==> config.mk <==
export PLATFORM = sky130hd
export DESIGN_NAME = fspg_guard
export DESIGN_NICKNAME = d
export VERILOG_FILES = /design/src/fspg_pkg.sv /design/src/fspg_guard.sv /design/src/fspg_lock_check.sv
export SDC_FILE = /design/constraint.sdc
export NUM_CORES = 1
export LEC_CHECK = 0
export BUFFER_PORTS_ARGS = -buffer_cell sky130_fd_sc_hd__buf_2
export CORE_MARGIN = 5
export CORE_UTILIZATION = 40
export DETAILED_ROUTE_END_ITERATION = 8
export PLACE_DENSITY = 0.81
export SLEW_MARGIN = 10
export SYNTH_ARGS = -nofsm -noshare
export SYNTH_HDL_FRONTEND = slang
export SYNTH_SLANG_ARGS = --single-unit
==> constraint.sdc <==
create_clock -name aclk -period 6.4 [get_ports aclk]
set_clock_uncertainty 0.1 [all_clocks]
set_input_delay 1.6 -clock aclk [delete_from_list [all_inputs] [get_ports aclk]]
set_output_delay 1.6 -clock aclk [all_outputs]
set_load 0.01 [all_outputs]
==> src/fspg_pkg.sv <==
// Purpose: Shared constants for the flash self-program guard.
// Assumes: AXI4-Lite register access, 32-bit data, 100 MHz core clock.
// Notes: Offsets and field positions are named once here.
package fspg_pkg;
  // Register byte offsets.
  localparam logic [7:0] CTRL_OFFSET = 8'h00;
  localparam logic [7:0] LOCK_OFFSET = 8'h04;
  localparam logic [7:0] CORE_OFFSET = 8'h08;
  localparam logic [7:0] STAT_OFFSET = 8'h0c;
  // Control register field positions.
  localparam int IRQ_EN_BIT = 7;
  localparam int BUSY_BIT = 6;
  localparam int REENABLE_BIT = 4;
  localparam int LOCKSET_BIT = 3;
  localparam int PGWRITE_BIT = 2;
  localparam int PGERASE_BIT = 1;
  localparam int STORE_EN_BIT = 0;
  // Command patterns of the low five control bits.
  localparam logic [4:0] CMD_REENABLE = 5'h11;
  localparam logic [4:0] CMD_LOCKSET = 5'h09;
  localparam logic [4:0] CMD_PGWRITE = 5'h05;
  localparam logic [4:0] CMD_PGERASE = 5'h03;
  localparam logic [4:0] CMD_FILL = 5'h01;
  // Reset values.
  localparam logic [7:0] CTRL_RESET = 8'h00;
  localparam logic [1:0] LOCK_FIELD_RESET = 2'h3;
  // Store-enable window length in cycles.
  localparam logic [2:0] STORE_WINDOW = 3'h4;
  // Response codes.
  localparam logic [1:0] RESP_OKAY = 2'h0;
  localparam logic [1:0] RESP_SLVERR = 2'h2;
  // Sequencer states.
  typedef enum logic [1:0] {ST_IDLE, ST_ARMED, ST_BUSY} fspg_state_type;
endpackage

==> src/fspg_guard.sv <==
// Purpose: Self-programming access guard with sectioning, locks and reset vector.
// Assumes: Core issues store/load pulses in aclk domain; fuse pins are static straps.
// Notes: Flash timing comes from flash_done input.
// Summary of operation
// - Programming the concurrent region leaves halting region fetchable and CPU running.
// - Concurrent region is unreadable during a concurrent-region erase or write.
// - The boot area lies wholly inside the halting region.
// - Busy flag reads one while the concurrent region is blocked.
// - Erase or write of halting region halts the CPU throughout.
// - Application and boot lock fields are independent and separately settable.
// - Lock bits are programmed by software or programmer, cleared only by chip erase; aresetn also restores them to ones.
// - General lock modes never restrict program-memory loads or stores.
// - App lock 11 unrestricted; 10 blocks stores to application area.
// - App lock 00 blocks stores and boot loads; 01 blocks only loads.
// - App lock 00/01 with boot vectors disables interrupts in application area.
// - Boot lock 11 unrestricted; 10 blocks stores to boot area.
// - Boot lock 00 blocks stores and application loads; 01 blocks loads.
// - Boot lock 00/01 with application vectors disables interrupts in boot area.
// - Boot-reset fuse one starts at zero; zero starts at boot reset address; reset_vector reads zero for either fuse until the second edge after reset.
// - CPU cannot alter any fuse.
// - Control register is 8 bits, reset zero, bit 6 busy, bit 5 reads zero.
// - Store enable permits a store only for four cycles, then clears.
// - Only the five documented low-bit patterns take effect.
// - Busy sets on concurrent program start, clears on re-enable or buffer fill.
// - Ready interrupt requested while enabled, global flag set, and store enable clear.
//
// Decided for this implementation: the address map and register access over AXI4-Lite.
`timescale 1ns/10ps
`default_nettype none
module fspg_guard #(
  parameter int ADDR_W = 12,
  parameter logic [11:0] HALT_BASE = 12'hc00,
  parameter logic [11:0] BOOT_BASE = 12'he00
) (
  // Clock and reset.
  input wire logic aclk,
  input wire logic aresetn,
  // AXI4-Lite write address and data.
  input wire logic [7:0] s_axi_awaddr,
  input wire logic s_axi_awvalid,
  output logic s_axi_awready,
  input wire logic [31:0] s_axi_wdata,
  input wire logic [3:0] s_axi_wstrb,
  input wire logic s_axi_wvalid,
  output logic s_axi_wready,
  // AXI4-Lite write response.
  output logic [1:0] s_axi_bresp,
  output logic s_axi_bvalid,
  input wire logic s_axi_bready,
  // AXI4-Lite read.
  input wire logic [7:0] s_axi_araddr,
  input wire logic s_axi_arvalid,
  output logic s_axi_arready,
  output logic [31:0] s_axi_rdata,
  output logic [1:0] s_axi_rresp,
  output logic s_axi_rvalid,
  input wire logic s_axi_rready,
  // Core program-memory operations.
  input wire logic store_req,
  input wire logic [ADDR_W-1:0] store_addr,
  input wire logic [3:0] lock_data,
  input wire logic load_req,
  input wire logic [ADDR_W-1:0] load_addr,
  input wire logic [ADDR_W-1:0] fetch_pc,
  input wire logic global_irq_flag,
  input wire logic vectors_in_boot,
  // Flash macro.
  output logic flash_erase,
  output logic flash_write,
  output logic flash_fill,
  output logic flash_abort,
  output logic [ADDR_W-1:0] flash_addr,
  input wire logic flash_done,
  // Programmer port and straps.
  input wire logic chip_erase,
  input wire logic prog_lock_we,
  input wire logic [3:0] prog_lock_data,
  input wire logic boot_reset_select_fuse,
  // Core controls.
  output logic cpu_halt,
  output logic concurrent_region_blocked,
  output logic store_granted,
  output logic load_granted,
  output logic irq_disable,
  output logic program_ready_irq,
  output logic [ADDR_W-1:0] reset_vector
);
  fspg_pkg::fspg_state_type state_q;
  logic [7:0] ctrl_q;
  logic [3:0] lock_q;
  logic [2:0] window_q;
  logic halt_target_q;
  logic busy_q;
  logic [1:0] fuse_sync_q;
  logic [1:0] ce_sync_q;
  logic wr_go, rd_go, ctrl_wr, store_fire, store_halt_area, store_boot, load_boot, pc_boot;
  logic app_store_ok, app_load_ok, app_irq_guard, boot_store_ok, boot_load_ok, boot_irq_guard;
  logic [4:0] cmd;

  // Two-stage synchronisers for the fuse and chip-erase pins.
  always_ff @(posedge aclk) begin
    if (!aresetn) begin
      fuse_sync_q <= 2'h3;
      ce_sync_q <= 2'h0;
    end else begin
      fuse_sync_q <= {fuse_sync_q[0], boot_reset_select_fuse};
      ce_sync_q <= {ce_sync_q[0], chip_erase};
    end
  end

  // The fuse is only observed, never written, by this logic.
  assign reset_vector = fuse_sync_q[1] ? '0 : BOOT_BASE;

  // Per-area lock decoders.
  fspg_lock_check u_app_lock (
    .lock_field(lock_q[1:0]),
    .store_ok(app_store_ok),
    .cross_load_ok(app_load_ok),
    .irq_guard(app_irq_guard)
  );
  fspg_lock_check u_boot_lock (
    .lock_field(lock_q[3:2]),
    .store_ok(boot_store_ok),
    .cross_load_ok(boot_load_ok),
    .irq_guard(boot_irq_guard)
  );

  // Area decode; boot area sits above the halting base so it is never concurrent.
  always_comb begin
    store_halt_area = store_addr >= HALT_BASE;
    store_boot = store_addr >= BOOT_BASE;
    load_boot = load_addr >= BOOT_BASE;
    pc_boot = fetch_pc >= BOOT_BASE;
  end

  // Bus handshakes: write taken when address and data both present, one at a time.
  assign s_axi_awready = s_axi_awvalid && s_axi_wvalid && !s_axi_bvalid;
  assign s_axi_wready = s_axi_awready;
  assign s_axi_arready = s_axi_arvalid && !s_axi_rvalid;
  assign wr_go = s_axi_awready;
  assign rd_go = s_axi_arready;
  assign ctrl_wr = wr_go && s_axi_awaddr == fspg_pkg::CTRL_OFFSET && s_axi_wstrb[0];
  assign cmd = s_axi_wdata[4:0];

  // A store fires only inside the armed window; only stores from boot code count.
  assign store_fire = store_req && state_q == fspg_pkg::ST_ARMED && pc_boot;

  // Store permission by lock fields, bypassed for lock-set and re-enable stores; general lock modes are not consulted.
  always_comb begin
    if (ctrl_q[fspg_pkg::LOCKSET_BIT] || ctrl_q[fspg_pkg::REENABLE_BIT]) begin
      store_granted = store_fire;
    end else begin
      store_granted = store_fire && (store_boot ? boot_store_ok : app_store_ok);
    end
  end

  // Load permission: cross-area loads checked against the target area field.
  always_comb begin
    if (concurrent_region_blocked && load_addr < HALT_BASE) begin
      load_granted = 1'b0;
    end else if (pc_boot && !load_boot) begin
      load_granted = load_req && app_load_ok;
    end else if (!pc_boot && load_boot) begin
      load_granted = load_req && boot_load_ok;
    end else begin
      load_granted = load_req;
    end
  end

  // Interrupt masking while executing in a protected area.
  assign irq_disable = (vectors_in_boot && !pc_boot && app_irq_guard) ||
                       (!vectors_in_boot && pc_boot && boot_irq_guard);

  // Ready interrupt while enabled, global flag set and store enable clear.
  assign program_ready_irq = ctrl_q[fspg_pkg::IRQ_EN_BIT] && global_irq_flag &&
                             !ctrl_q[fspg_pkg::STORE_EN_BIT];

  // Halting region programming stalls the core for the whole operation.
  assign cpu_halt = state_q == fspg_pkg::ST_BUSY && halt_target_q;

  // Sequencer and control register.
  always_ff @(posedge aclk) begin
    if (!aresetn) begin
      state_q <= fspg_pkg::ST_IDLE;
      ctrl_q <= fspg_pkg::CTRL_RESET;
      window_q <= 3'h0;
      halt_target_q <= 1'b0;
    end else begin
      case (state_q)
        fspg_pkg::ST_IDLE: begin
          if (ctrl_wr) begin
            ctrl_q[fspg_pkg::IRQ_EN_BIT] <= s_axi_wdata[fspg_pkg::IRQ_EN_BIT];
            if (cmd == fspg_pkg::CMD_REENABLE || cmd == fspg_pkg::CMD_LOCKSET ||
                cmd == fspg_pkg::CMD_PGWRITE || cmd == fspg_pkg::CMD_PGERASE ||
                cmd == fspg_pkg::CMD_FILL) begin
              ctrl_q[4:0] <= cmd;
              window_q <= fspg_pkg::STORE_WINDOW;
              state_q <= fspg_pkg::ST_ARMED;
            end
          end
        end
        fspg_pkg::ST_ARMED: begin
          if (store_granted && (ctrl_q[fspg_pkg::PGWRITE_BIT] || ctrl_q[fspg_pkg::PGERASE_BIT])) begin
            halt_target_q <= store_halt_area;
            state_q <= fspg_pkg::ST_BUSY;
          end else if (store_fire || window_q == 3'h1) begin
            ctrl_q[4:0] <= 5'h00;
            state_q <= fspg_pkg::ST_IDLE;
          end else begin
            window_q <= window_q - 3'h1;
          end
        end
        fspg_pkg::ST_BUSY: begin
          if (flash_done) begin
            ctrl_q[4:0] <= 5'h00;
            state_q <= fspg_pkg::ST_IDLE;
          end
        end
        default: state_q <= fspg_pkg::ST_IDLE;
      endcase
    end
  end

  // Busy flag: set on concurrent program start, cleared by re-enable or fill.
  // It is its own register so that only this process ever drives it.
  always_ff @(posedge aclk) begin
    if (!aresetn) begin
      busy_q <= 1'b0;
    end else if (store_granted && !store_halt_area &&
                 (ctrl_q[fspg_pkg::PGWRITE_BIT] || ctrl_q[fspg_pkg::PGERASE_BIT])) begin
      busy_q <= 1'b1;
    end else if (store_granted &&
                 (ctrl_q[fspg_pkg::REENABLE_BIT] || ctrl_q[4:0] == fspg_pkg::CMD_FILL)) begin
      busy_q <= 1'b0;
    end
  end
  assign concurrent_region_blocked = busy_q;

  // Lock fields: programming only clears bits; chip erase restores ones.
  always_ff @(posedge aclk) begin
    if (!aresetn) begin
      lock_q <= {fspg_pkg::LOCK_FIELD_RESET, fspg_pkg::LOCK_FIELD_RESET};
    end else if (ce_sync_q[1]) begin
      lock_q <= {fspg_pkg::LOCK_FIELD_RESET, fspg_pkg::LOCK_FIELD_RESET};
    end else if (prog_lock_we) begin
      lock_q <= lock_q & prog_lock_data;
    end else if (store_granted && ctrl_q[fspg_pkg::LOCKSET_BIT]) begin
      lock_q <= lock_q & lock_data;
    end
  end

  // Flash strobes, registered; one-cycle pulses on grant.
  always_ff @(posedge aclk) begin
    if (!aresetn) begin
      flash_erase <= 1'b0;
      flash_write <= 1'b0;
      flash_fill <= 1'b0;
      flash_abort <= 1'b0;
      flash_addr <= '0;
    end else begin
      flash_erase <= store_granted && ctrl_q[4:0] == fspg_pkg::CMD_PGERASE;
      flash_write <= store_granted && ctrl_q[4:0] == fspg_pkg::CMD_PGWRITE;
      flash_fill <= store_granted && ctrl_q[4:0] == fspg_pkg::CMD_FILL;
      flash_abort <= store_granted && ctrl_q[fspg_pkg::REENABLE_BIT];
      if (store_granted) begin
        flash_addr <= store_addr;
      end
    end
  end

  // Write response: one cycle after acceptance, held until bready.
  always_ff @(posedge aclk) begin
    if (!aresetn) begin
      s_axi_bvalid <= 1'b0;
      s_axi_bresp <= fspg_pkg::RESP_OKAY;
    end else if (wr_go) begin
      s_axi_bvalid <= 1'b1;
      s_axi_bresp <= (s_axi_awaddr == fspg_pkg::CTRL_OFFSET) ? fspg_pkg::RESP_OKAY :
                     fspg_pkg::RESP_SLVERR;
    end else if (s_axi_bready) begin
      s_axi_bvalid <= 1'b0;
    end
  end

  // Read data: control, locks, core view, status; bit 5 always zero.
  always_ff @(posedge aclk) begin
    if (!aresetn) begin
      s_axi_rvalid <= 1'b0;
      s_axi_rdata <= 32'h0000_0000;
      s_axi_rresp <= fspg_pkg::RESP_OKAY;
    end else if (rd_go) begin
      s_axi_rvalid <= 1'b1;
      s_axi_rresp <= fspg_pkg::RESP_OKAY;
      case (s_axi_araddr)
        fspg_pkg::CTRL_OFFSET: s_axi_rdata <= {24'h000000, ctrl_q[7], busy_q, 1'b0, ctrl_q[4:0]};
        fspg_pkg::LOCK_OFFSET: s_axi_rdata <= {28'h0000000, lock_q};
        fspg_pkg::CORE_OFFSET: s_axi_rdata <= {31'h0000000, fuse_sync_q[1]};
        fspg_pkg::STAT_OFFSET: s_axi_rdata <= {29'h0000000, cpu_halt, irq_disable,
                                               program_ready_irq};
        default: begin
          s_axi_rdata <= 32'h0000_0000;
          s_axi_rresp <= fspg_pkg::RESP_SLVERR;
        end
      endcase
    end else if (s_axi_rready) begin
      s_axi_rvalid <= 1'b0;
    end
  end
endmodule
`default_nettype wire

==> src/fspg_lock_check.sv <==
// Purpose: Decodes one two-bit lock field into store and load permissions.
// Assumes: Field bit value 1 means unprogrammed.
// Notes: Instantiated once per flash area.
`timescale 1ns/10ps
`default_nettype none
module fspg_lock_check (
  // Lock field.
  input wire logic [1:0] lock_field,
  // Permissions.
  output logic store_ok,
  output logic cross_load_ok,
  output logic irq_guard
);
  // Low bit low blocks stores; high bit low blocks cross-area loads.
  always_comb begin
    store_ok = lock_field == 2'h3 || lock_field == 2'h1;
    cross_load_ok = lock_field[1];
    irq_guard = ~lock_field[1];
  end
endmodule
`default_nettype wire

==> impl_metrics.csv, run 1 <==
group,metric,value,unit
timing,worst_pin_slew,0.542,ns
timing,fin_hold_ws,0.316,ns
detailed_routing,vias_per_cell,4.79,
final_layout,final_cell_mix,"buf_2 (102), dfxtp_1 (48), conb_1 (36)",
detailed_routing,wl_per_cell,13.1,um
final_layout,layout-drive-gt1-share,0.314,
synthesis,avgSynthCellArea,8.79,sq um
critical_path,cp_cell_sequence,"buf_2 > a31o_2 > a211oi_1 > nand2b_1 > inv_1 > buf_2",
detailed_routing,met3WireLength,564,um
cts,cts_root_buf,"clkbuf_8",
floorplanning,die_w,87.9,um
placed_design,io_buffer_count,102,
floorplanning,start_util,0.410,
placed_design,place_congestion,0.838,
critical_path,crit_arrival,3.42,ns
timing,rsz0062_at_grt,"no",
synthesis,synth_edf_count,0,
synthesis,synth-xor-area-share,0,
final_layout,nNetsFinal,491,
cts,clkTransAtPathRegs,0.09,ns
timing,finalHoldViolCount,0,
synthesis,synth_seq_cells,48,
final_layout,diodes,0,
cts,cts_buffer_depth,2,
floorplanning,rows,28,
cts,postCtsSetupBuffers,0,
detailed_routing,firstDrtPassIters,4,
synthesis,yosysWarnings,0,
timing,finalCritPeriodShare,0.800,
synthesis,synthArstFlopShare,0,
pwr,cellPowerDensity,189,nW/um^2
floorplanning,dieArea,7730,sq um
outcome,status,"finished clean",
pwr,switching_share,0.253,
floorplanning,ios,186,
pwr,ir_worst_vdd,115,uV
synthesis,ys_seq_area_frac,0.396,
synthesis,synthAdderAreaFrac,0.0258,
pwr,pwr-share-comb,0.113,
synthesis,synth_compound_area_frac,0.126,
floorplanning,die_h,87.9,um
cts,cts_hold_buffers,0,
global_routing,antenna_found_initial,0,
detailed_routing,drtIter0Drc,127,
critical_path,cp_max_fo,13,
critical_path,cp_common_cell,"buf_2",
cts,htreeDepth,2,
timing,fin_crit,5.12,ns
detailed_routing,wl_met1,2240,um
final_layout,areaGrowthSynthToFinish,21.3,%
critical_path,worstPathRequired,4.70,ns
critical_path,cp_slowest_stage_delay,0.48,ns
timing,fin_tns_setup,0,ns
critical_path,cpMaxStageDelayCell,"nand2b_1",
pwr,clkPwrFrac,0.338,
pwr,intPower,0.417,mW
critical_path,criticalPathCategory,"in2out",
timing,setup_viol,0,
critical_path,setup.worst_path.end_class,"primary output",
final_layout,final_common_cell,"buf_2",
flow_run,max_cap_viol_count,0,
detailed_routing,routed_wl,5920,um
detailed_routing,routed-wl-met2,2990,um
global_routing,grt_max_degree,20,
final_layout,fillers,593,
pwr,pwr-share-seq,0.549,
global_routing,grt_pass1_wl,9380,um
cts,cts-resized-gates,0,
timing,fmax,0.195,GHz
cts,cts_tree,"yes",
global_routing,overflow,0,
detailed_routing,antenna_left,0,
detailed_routing,topRoutingLayerUsed,"met4",
synthesis,synth_cells,276,
placed_design,dpl.hpwl,4820,um
synthesis,synth_flop_cell,"dfxtp_1",
hold_path,worstHoldPathType,"reg2reg",
cts,cts_inserted_buffers,5,
timing,timing.final.max_slew_violations,0,
critical_path,start_kind,"input port",
pwr,leakagePower,1.39,nW
synthesis,ys_types,46,
synthesis,synth_top_family_by_area,"simple AND/OR/NAND/NOR gates",
cts,clk_latency,0.30,ns
timing,slew_headroom,0.638,
global_routing,track_usage,0.154,
synthesis,synth-simple-area-share,0.204,
cts,cts.sinks,48,
synthesis,synthMuxAreaShare,0.0964,
floorplanning,core_area,5920,sq um
pwr,p_sw,0.141,mW
global_routing,grt_pass1_vias,2076,
detailed_routing,drc_errors,0,
detailed_routing,dr_total_vias,2160,
synthesis,mappedNetlistArea,2430,sq um
-- logic make-up (layout without fill, tap and decap cells) --
| kind of cell | Yosys count | in the layout |
|---|---|---|
| AO/OA/AOI/OAI | 43 | 43 |
| adder cells (fa/ha/maj) | 5 | 5 |
| buffers and inverters | 58 | 123 |
| flip-flops | 48 | 48 |
| multiplexers | 22 | 22 |
| other | 1 | 36 |
| AND/OR/NAND/NOR | 99 | 99 |
-- power by group through the flow --
| stage | logic [mW] | clock network [mW] | registers (mW) |
|---|---|---|---|
| floorplan | 0.0487 | 0 | 0.313 |
| global placement | 0.0615 | 0 | 0.313 |
| detailed placement | 0.0627 | 0 | 0.313 |
| CTS | 0.0628 | 0.194 | 0.306 |
| global route | 0.0712 | 0.208 | 0.307 |
| finish | 0.0630 | 0.189 | 0.306 |
-- area by class of cell --
class / instances / area, sq um / share of cell area
Clock buffer: 7 / 86.3 / 0.0293
Inverter: 12 / 45.0 / 0.0153
Sequential cell: 48 / 961 / 0.326
Multi-Input combinational cell: 205 / 1230 / 0.419
Tap cell: 75 / 93.8 / 0.0319
Timing Repair Buffer: 103 / 518 / 0.176
Clock inverter: 1 / 7.51 / 0.00255
-- cell usage after synthesis, types with 2 or more instances --
cell | instances | area share
a21oi_1 | 9 | 0.019
inv_1 | 12 | 0.019
dfxtp_1 | 48 | 0.40
nor4_1 | 3 | 0.0077
mux2i_1 | 20 | 0.082
nor2b_1 | 3 | 0.0077
nor3_1 | 7 | 0.014
a22oi_1 | 2 | 0.0062
nand3_1 | 2 | 0.0041
nor2_1 | 33 | 0.051
and2_1 | 4 | 0.010
a32oi_1 | 3 | 0.011
buf_4 | 39 | 0.12
clkbuf_1 | 6 | 0.0093
nand3b_1 | 2 | 0.0062
or4_1 | 2 | 0.0062
o21ai_0 | 9 | 0.019
ha_1 | 5 | 0.026
a211oi_1 | 5 | 0.015
nor3b_1 | 4 | 0.012
nand2_1 | 25 | 0.039
nand4_1 | 2 | 0.0052
nand2b_1 | 8 | 0.021
-- metal layers --
layer  track usage  vias to the layer above
li1              -                     1078
met1         0.168                      969
met2         0.273                      101
met3        0.0442                       12
met4        0.0697                        0
met5             0                        -
-- worst paths after layout --
| kind | depth (start not counted) | to | from | slack (ns) |
|---|---|---|---|---|
| setup / recovery | 6 | store_granted | store_addr[10] | 1.28 |
| hold / removal | 1 | fuse_sync_q[1] | fuse_sync_q[0] | 0.32 |
| setup reg to reg | 8 | flash_addr[5] | state_q[1] | 4.04 |
| hold reg to reg | 1 | fuse_sync_q[1] | fuse_sync_q[0] | 0.32 |
-- critical path, delay by kind of cell --
kind	cells	cell delay, ns
AOI/OAI and AO/OA	2	0.55
buffers and inverters	3	0.78
and+or+nand+nor	1	0.48
-- per-stage QoR --
stage | std cells | util | power [mW] | cell area (sq um) | worst slack (ns)
2_1_floorplan | 311 | - | 0.362 | 2560 | 2.12
3_3_place_gp | 443 | 0.481 | 0.375 | 2850 | 1.33
3_5_place_dp | 443 | 0.481 | 0.376 | 2850 | 1.30
4_1_cts | 451 | 0.497 | 0.562 | 2940 | 1.30
5_1_grt | 451 | 0.497 | 0.586 | 2940 | 1.16
6_report | 451 | 0.497 | 0.558 | 2940 | 1.28
-- registers in the layout, indices dropped and copies added, names as in the netlist, 2 cells and up --
name / cells
ce_sync_q: 2
ctrl_q: 6
flash_addr: 12
fuse_sync_q: 2
lock_q: 4
s_axi_rdata: 7
state_q: 2
window_q: 3
Note: power is estimated with default switching activity, not from simulation.
==> run 2: changes to the inputs <==
--- a/config.mk
+++ b/config.mk
@@ -7,9 +7,9 @@
 export LEC_CHECK = 0
 export BUFFER_PORTS_ARGS = -buffer_cell sky130_fd_sc_hd__buf_2
 export CORE_MARGIN = 5
-export CORE_UTILIZATION = 40
+export CORE_UTILIZATION = 36
 export DETAILED_ROUTE_END_ITERATION = 8
-export PLACE_DENSITY = 0.81
+export PLACE_DENSITY = 0.77
 export SLEW_MARGIN = 10
 export SYNTH_ARGS = -nofsm -noshare
 export SYNTH_HDL_FRONTEND = slang
==> constraint.sdc (replaced) <==
create_clock -name aclk -period 4.6 [get_ports aclk]
set_clock_uncertainty 0.1 [all_clocks]
set_input_delay 1.15 -clock aclk [delete_from_list [all_inputs] [get_ports aclk]]
set_output_delay 1.15 -clock aclk [all_outputs]
set_load 0.01 [all_outputs]
==> run 2 against run 1 <==
Effect of this change:
- sequential cell count unchanged
- via count did not move
- combinational power up 40%
- register-to-register slack got worse by 1.7 ns
- first-iteration DRC count decreased by 51%
- critical path depth unchanged
- setup slack got worse by 0.40 ns
- wire length grew 0.29%
- total power increased by 39%
- core utilization shrank 5.5 points
- hold slack worse by 0.0023 ns
- sequential power is 39% higher
- largest cell class unchanged
- highest routed layer unchanged
==> impl_metrics.csv, run 2 (synthesized netlist as in run 1, its figures left out) <==
group,metric,value,unit
global_routing,track_usage,0.133,
timing,fmax,0.269,GHz
cts,cts_hold_buffers,0,
detailed_routing,dr_total_vias,2160,
critical_path,r2r_end,"flash_write",
timing,setup_viol,0,
final_layout,reg_top3,"flash_addr: 12 flops, s_axi_rdata: 7 flops, ctrl_q: 6 flops",
floorplanning,start_util,0.363,
floorplanning,dieArea,8490,sq um
critical_path,worstPathRequired,3.35,ns
detailed_routing,antenna_left,0,
cts,cts-resized-gates,0,
final_layout,final_common_cell,"buf_2",
final_layout,final_cells,457,
detailed_routing,vias_per_cell,4.73,
cts,cts_tree,"yes",
pwr,ir_worst_vdd,172,uV
cts,clkTransAtPathRegs,0.09,ns
timing,worst_pin_slew,0.533,ns
cts,cts_buffer_depth,2,
floorplanning,die_h,92.1,um
flow_run,max_cap_viol_count,0,
hold_path,worstHoldPathType,"reg2reg",
detailed_routing,drtIter0Drc,62,
placed_design,dp_cells,449,
pwr,totalPowerFinal,0.775,mW
cts,cts.sinks,48,
final_layout,final_core_util,0.443,
placed_design,dpl.hpwl,4750,um
timing,rsz0062_at_grt,"no",
global_routing,overflow,0,
global_routing,antenna_found_initial,0,
final_layout,largest_register_ffs,12,
critical_path,crit_arrival,2.47,ns
critical_path,r2r_start,"state_q[1]",
final_layout,areaGrowthSynthToFinish,21.9,%
detailed_routing,routed_wl,5940,um
floorplanning,ios,186,
outcome,status,"finished clean",
timing,finalCritPeriodShare,0.809,
critical_path,r2r_slack,2.34,ns
critical_path,rr_worst_depth,8,
global_routing,grt_max_degree,23,
pwr,cellPowerDensity,262,nW/um^2
cts,htreeDepth,2,
critical_path,setup.worst_path.end_class,"primary output",
final_layout,layout-drive-gt1-share,0.316,
hold_path,min_path_cells,1,
timing,finalHoldViolCount,0,
critical_path,start_kind,"input port",
final_layout,final_cell_mix,"buf_2 (102), dfxtp_1 (48), conb_1 (36)",
timing,timing.final.max_slew_violations,0,
cts,cts_root_buf,"clkbuf_8",
global_routing,grt_pass1_wl,9060,um
cts,clk_latency,0.30,ns
pwr,leakagePower,1.40,nW
global_routing,grt_pass1_vias,1983,
placed_design,place_congestion,0.798,
cts,cts_inserted_buffers,5,
floorplanning,die_w,92.1,um
timing,fin_tns_setup,0,ns
cts,postCtsSetupBuffers,0,
critical_path,cp_max_fo,13,
timing,fin_crit,3.72,ns
final_layout,nNetsFinal,492,
timing,setup_ws,0.880,ns
timing,slew_headroom,0.645,
hold_path,min_from,"fuse_sync_q[0]",
hold_path,worstHoldEndpoint,"fuse_sync_q[1]",
critical_path,criticalPathCategory,"in2out",
floorplanning,rows,30,
final_layout,diodes,0,
placed_design,io_buffer_count,102,
placed_design,place_ws,0.874,ns
detailed_routing,wl_per_cell,13.0,um
detailed_routing,drc_errors,0,
detailed_routing,firstDrtPassIters,4,
floorplanning,core_area,6680,sq um
final_layout,top_register,"flash_addr",
-- run 2: cell count changes in the layout (fill, tap and decap cells not counted), sizes merged --
cell | previous run | this run
buf | 103 | 104
-- run 2: critical path: stages --
cell and delay (ns):
buf_2 0.09, nand3_1 0.25, nor2_1 0.25, nand2b_1 0.10
inv_1 0.41, buf_2 0.23
-- run 2: cell type report --
| class | count | area, sq um |
|---|---|---|
| fill | 662 | 3720 |
| multi-input combinational | 205 | 1230 |
| sequential | 48 | 961 |
| timing repair buffer | 104 | 526 |
| tap | 80 | 100 |
| clock buffer | 7 | 86.3 |
| inverter | 12 | 45.0 |
| clock inverter | 1 | 7.51 |
-- run 2: worst max path at each step --
stage,from,cells after the start,to,slack [ns]
final,fetch_pc[9],6,store_granted,0.88
after global routing,fetch_pc[9],6,store_granted,0.73
after CTS,fetch_pc[9],6,store_granted,0.86
after detailed placement,store_addr[10],6,store_granted,0.87
after global placement,store_addr[10],6,store_granted,0.89
after floorplan,store_addr[10],5,store_granted,1.22
-- run 2: per-layer routing --
layer	share of wire	up-vias	GRT usage
met5	0	-	0
met4	0.022	0	0.0557
met3	0.076	13	0.0394
met2	0.49	89	0.227
met1	0.41	980	0.153
li1	-	1078	-
-- run 2: report_power, final --
| group | internal (mW) | switching, mW | total, mW |
|---|---|---|---|
| Combinational | 0.0360 | 0.0519 | 0.0880 |
| Clock | 0.122 | 0.140 | 0.262 |
| Sequential | 0.422 | 0.00401 | 0.426 |
| Total | 0.580 | 0.195 | 0.775 |
-- run 2: metrics by stage --
| stage | instance area (sq um) | hold WS, ns |
|---|---|---|
| 2_1_floorplan | 2560 | 0.286 |
| 3_3_place_gp | 2860 | 0.290 |
| 3_5_place_dp | 2860 | 0.295 |
| 4_1_cts | 2960 | 0.316 |
| 5_1_grt | 2960 | 0.328 |
| 6_report | 2960 | 0.314 |
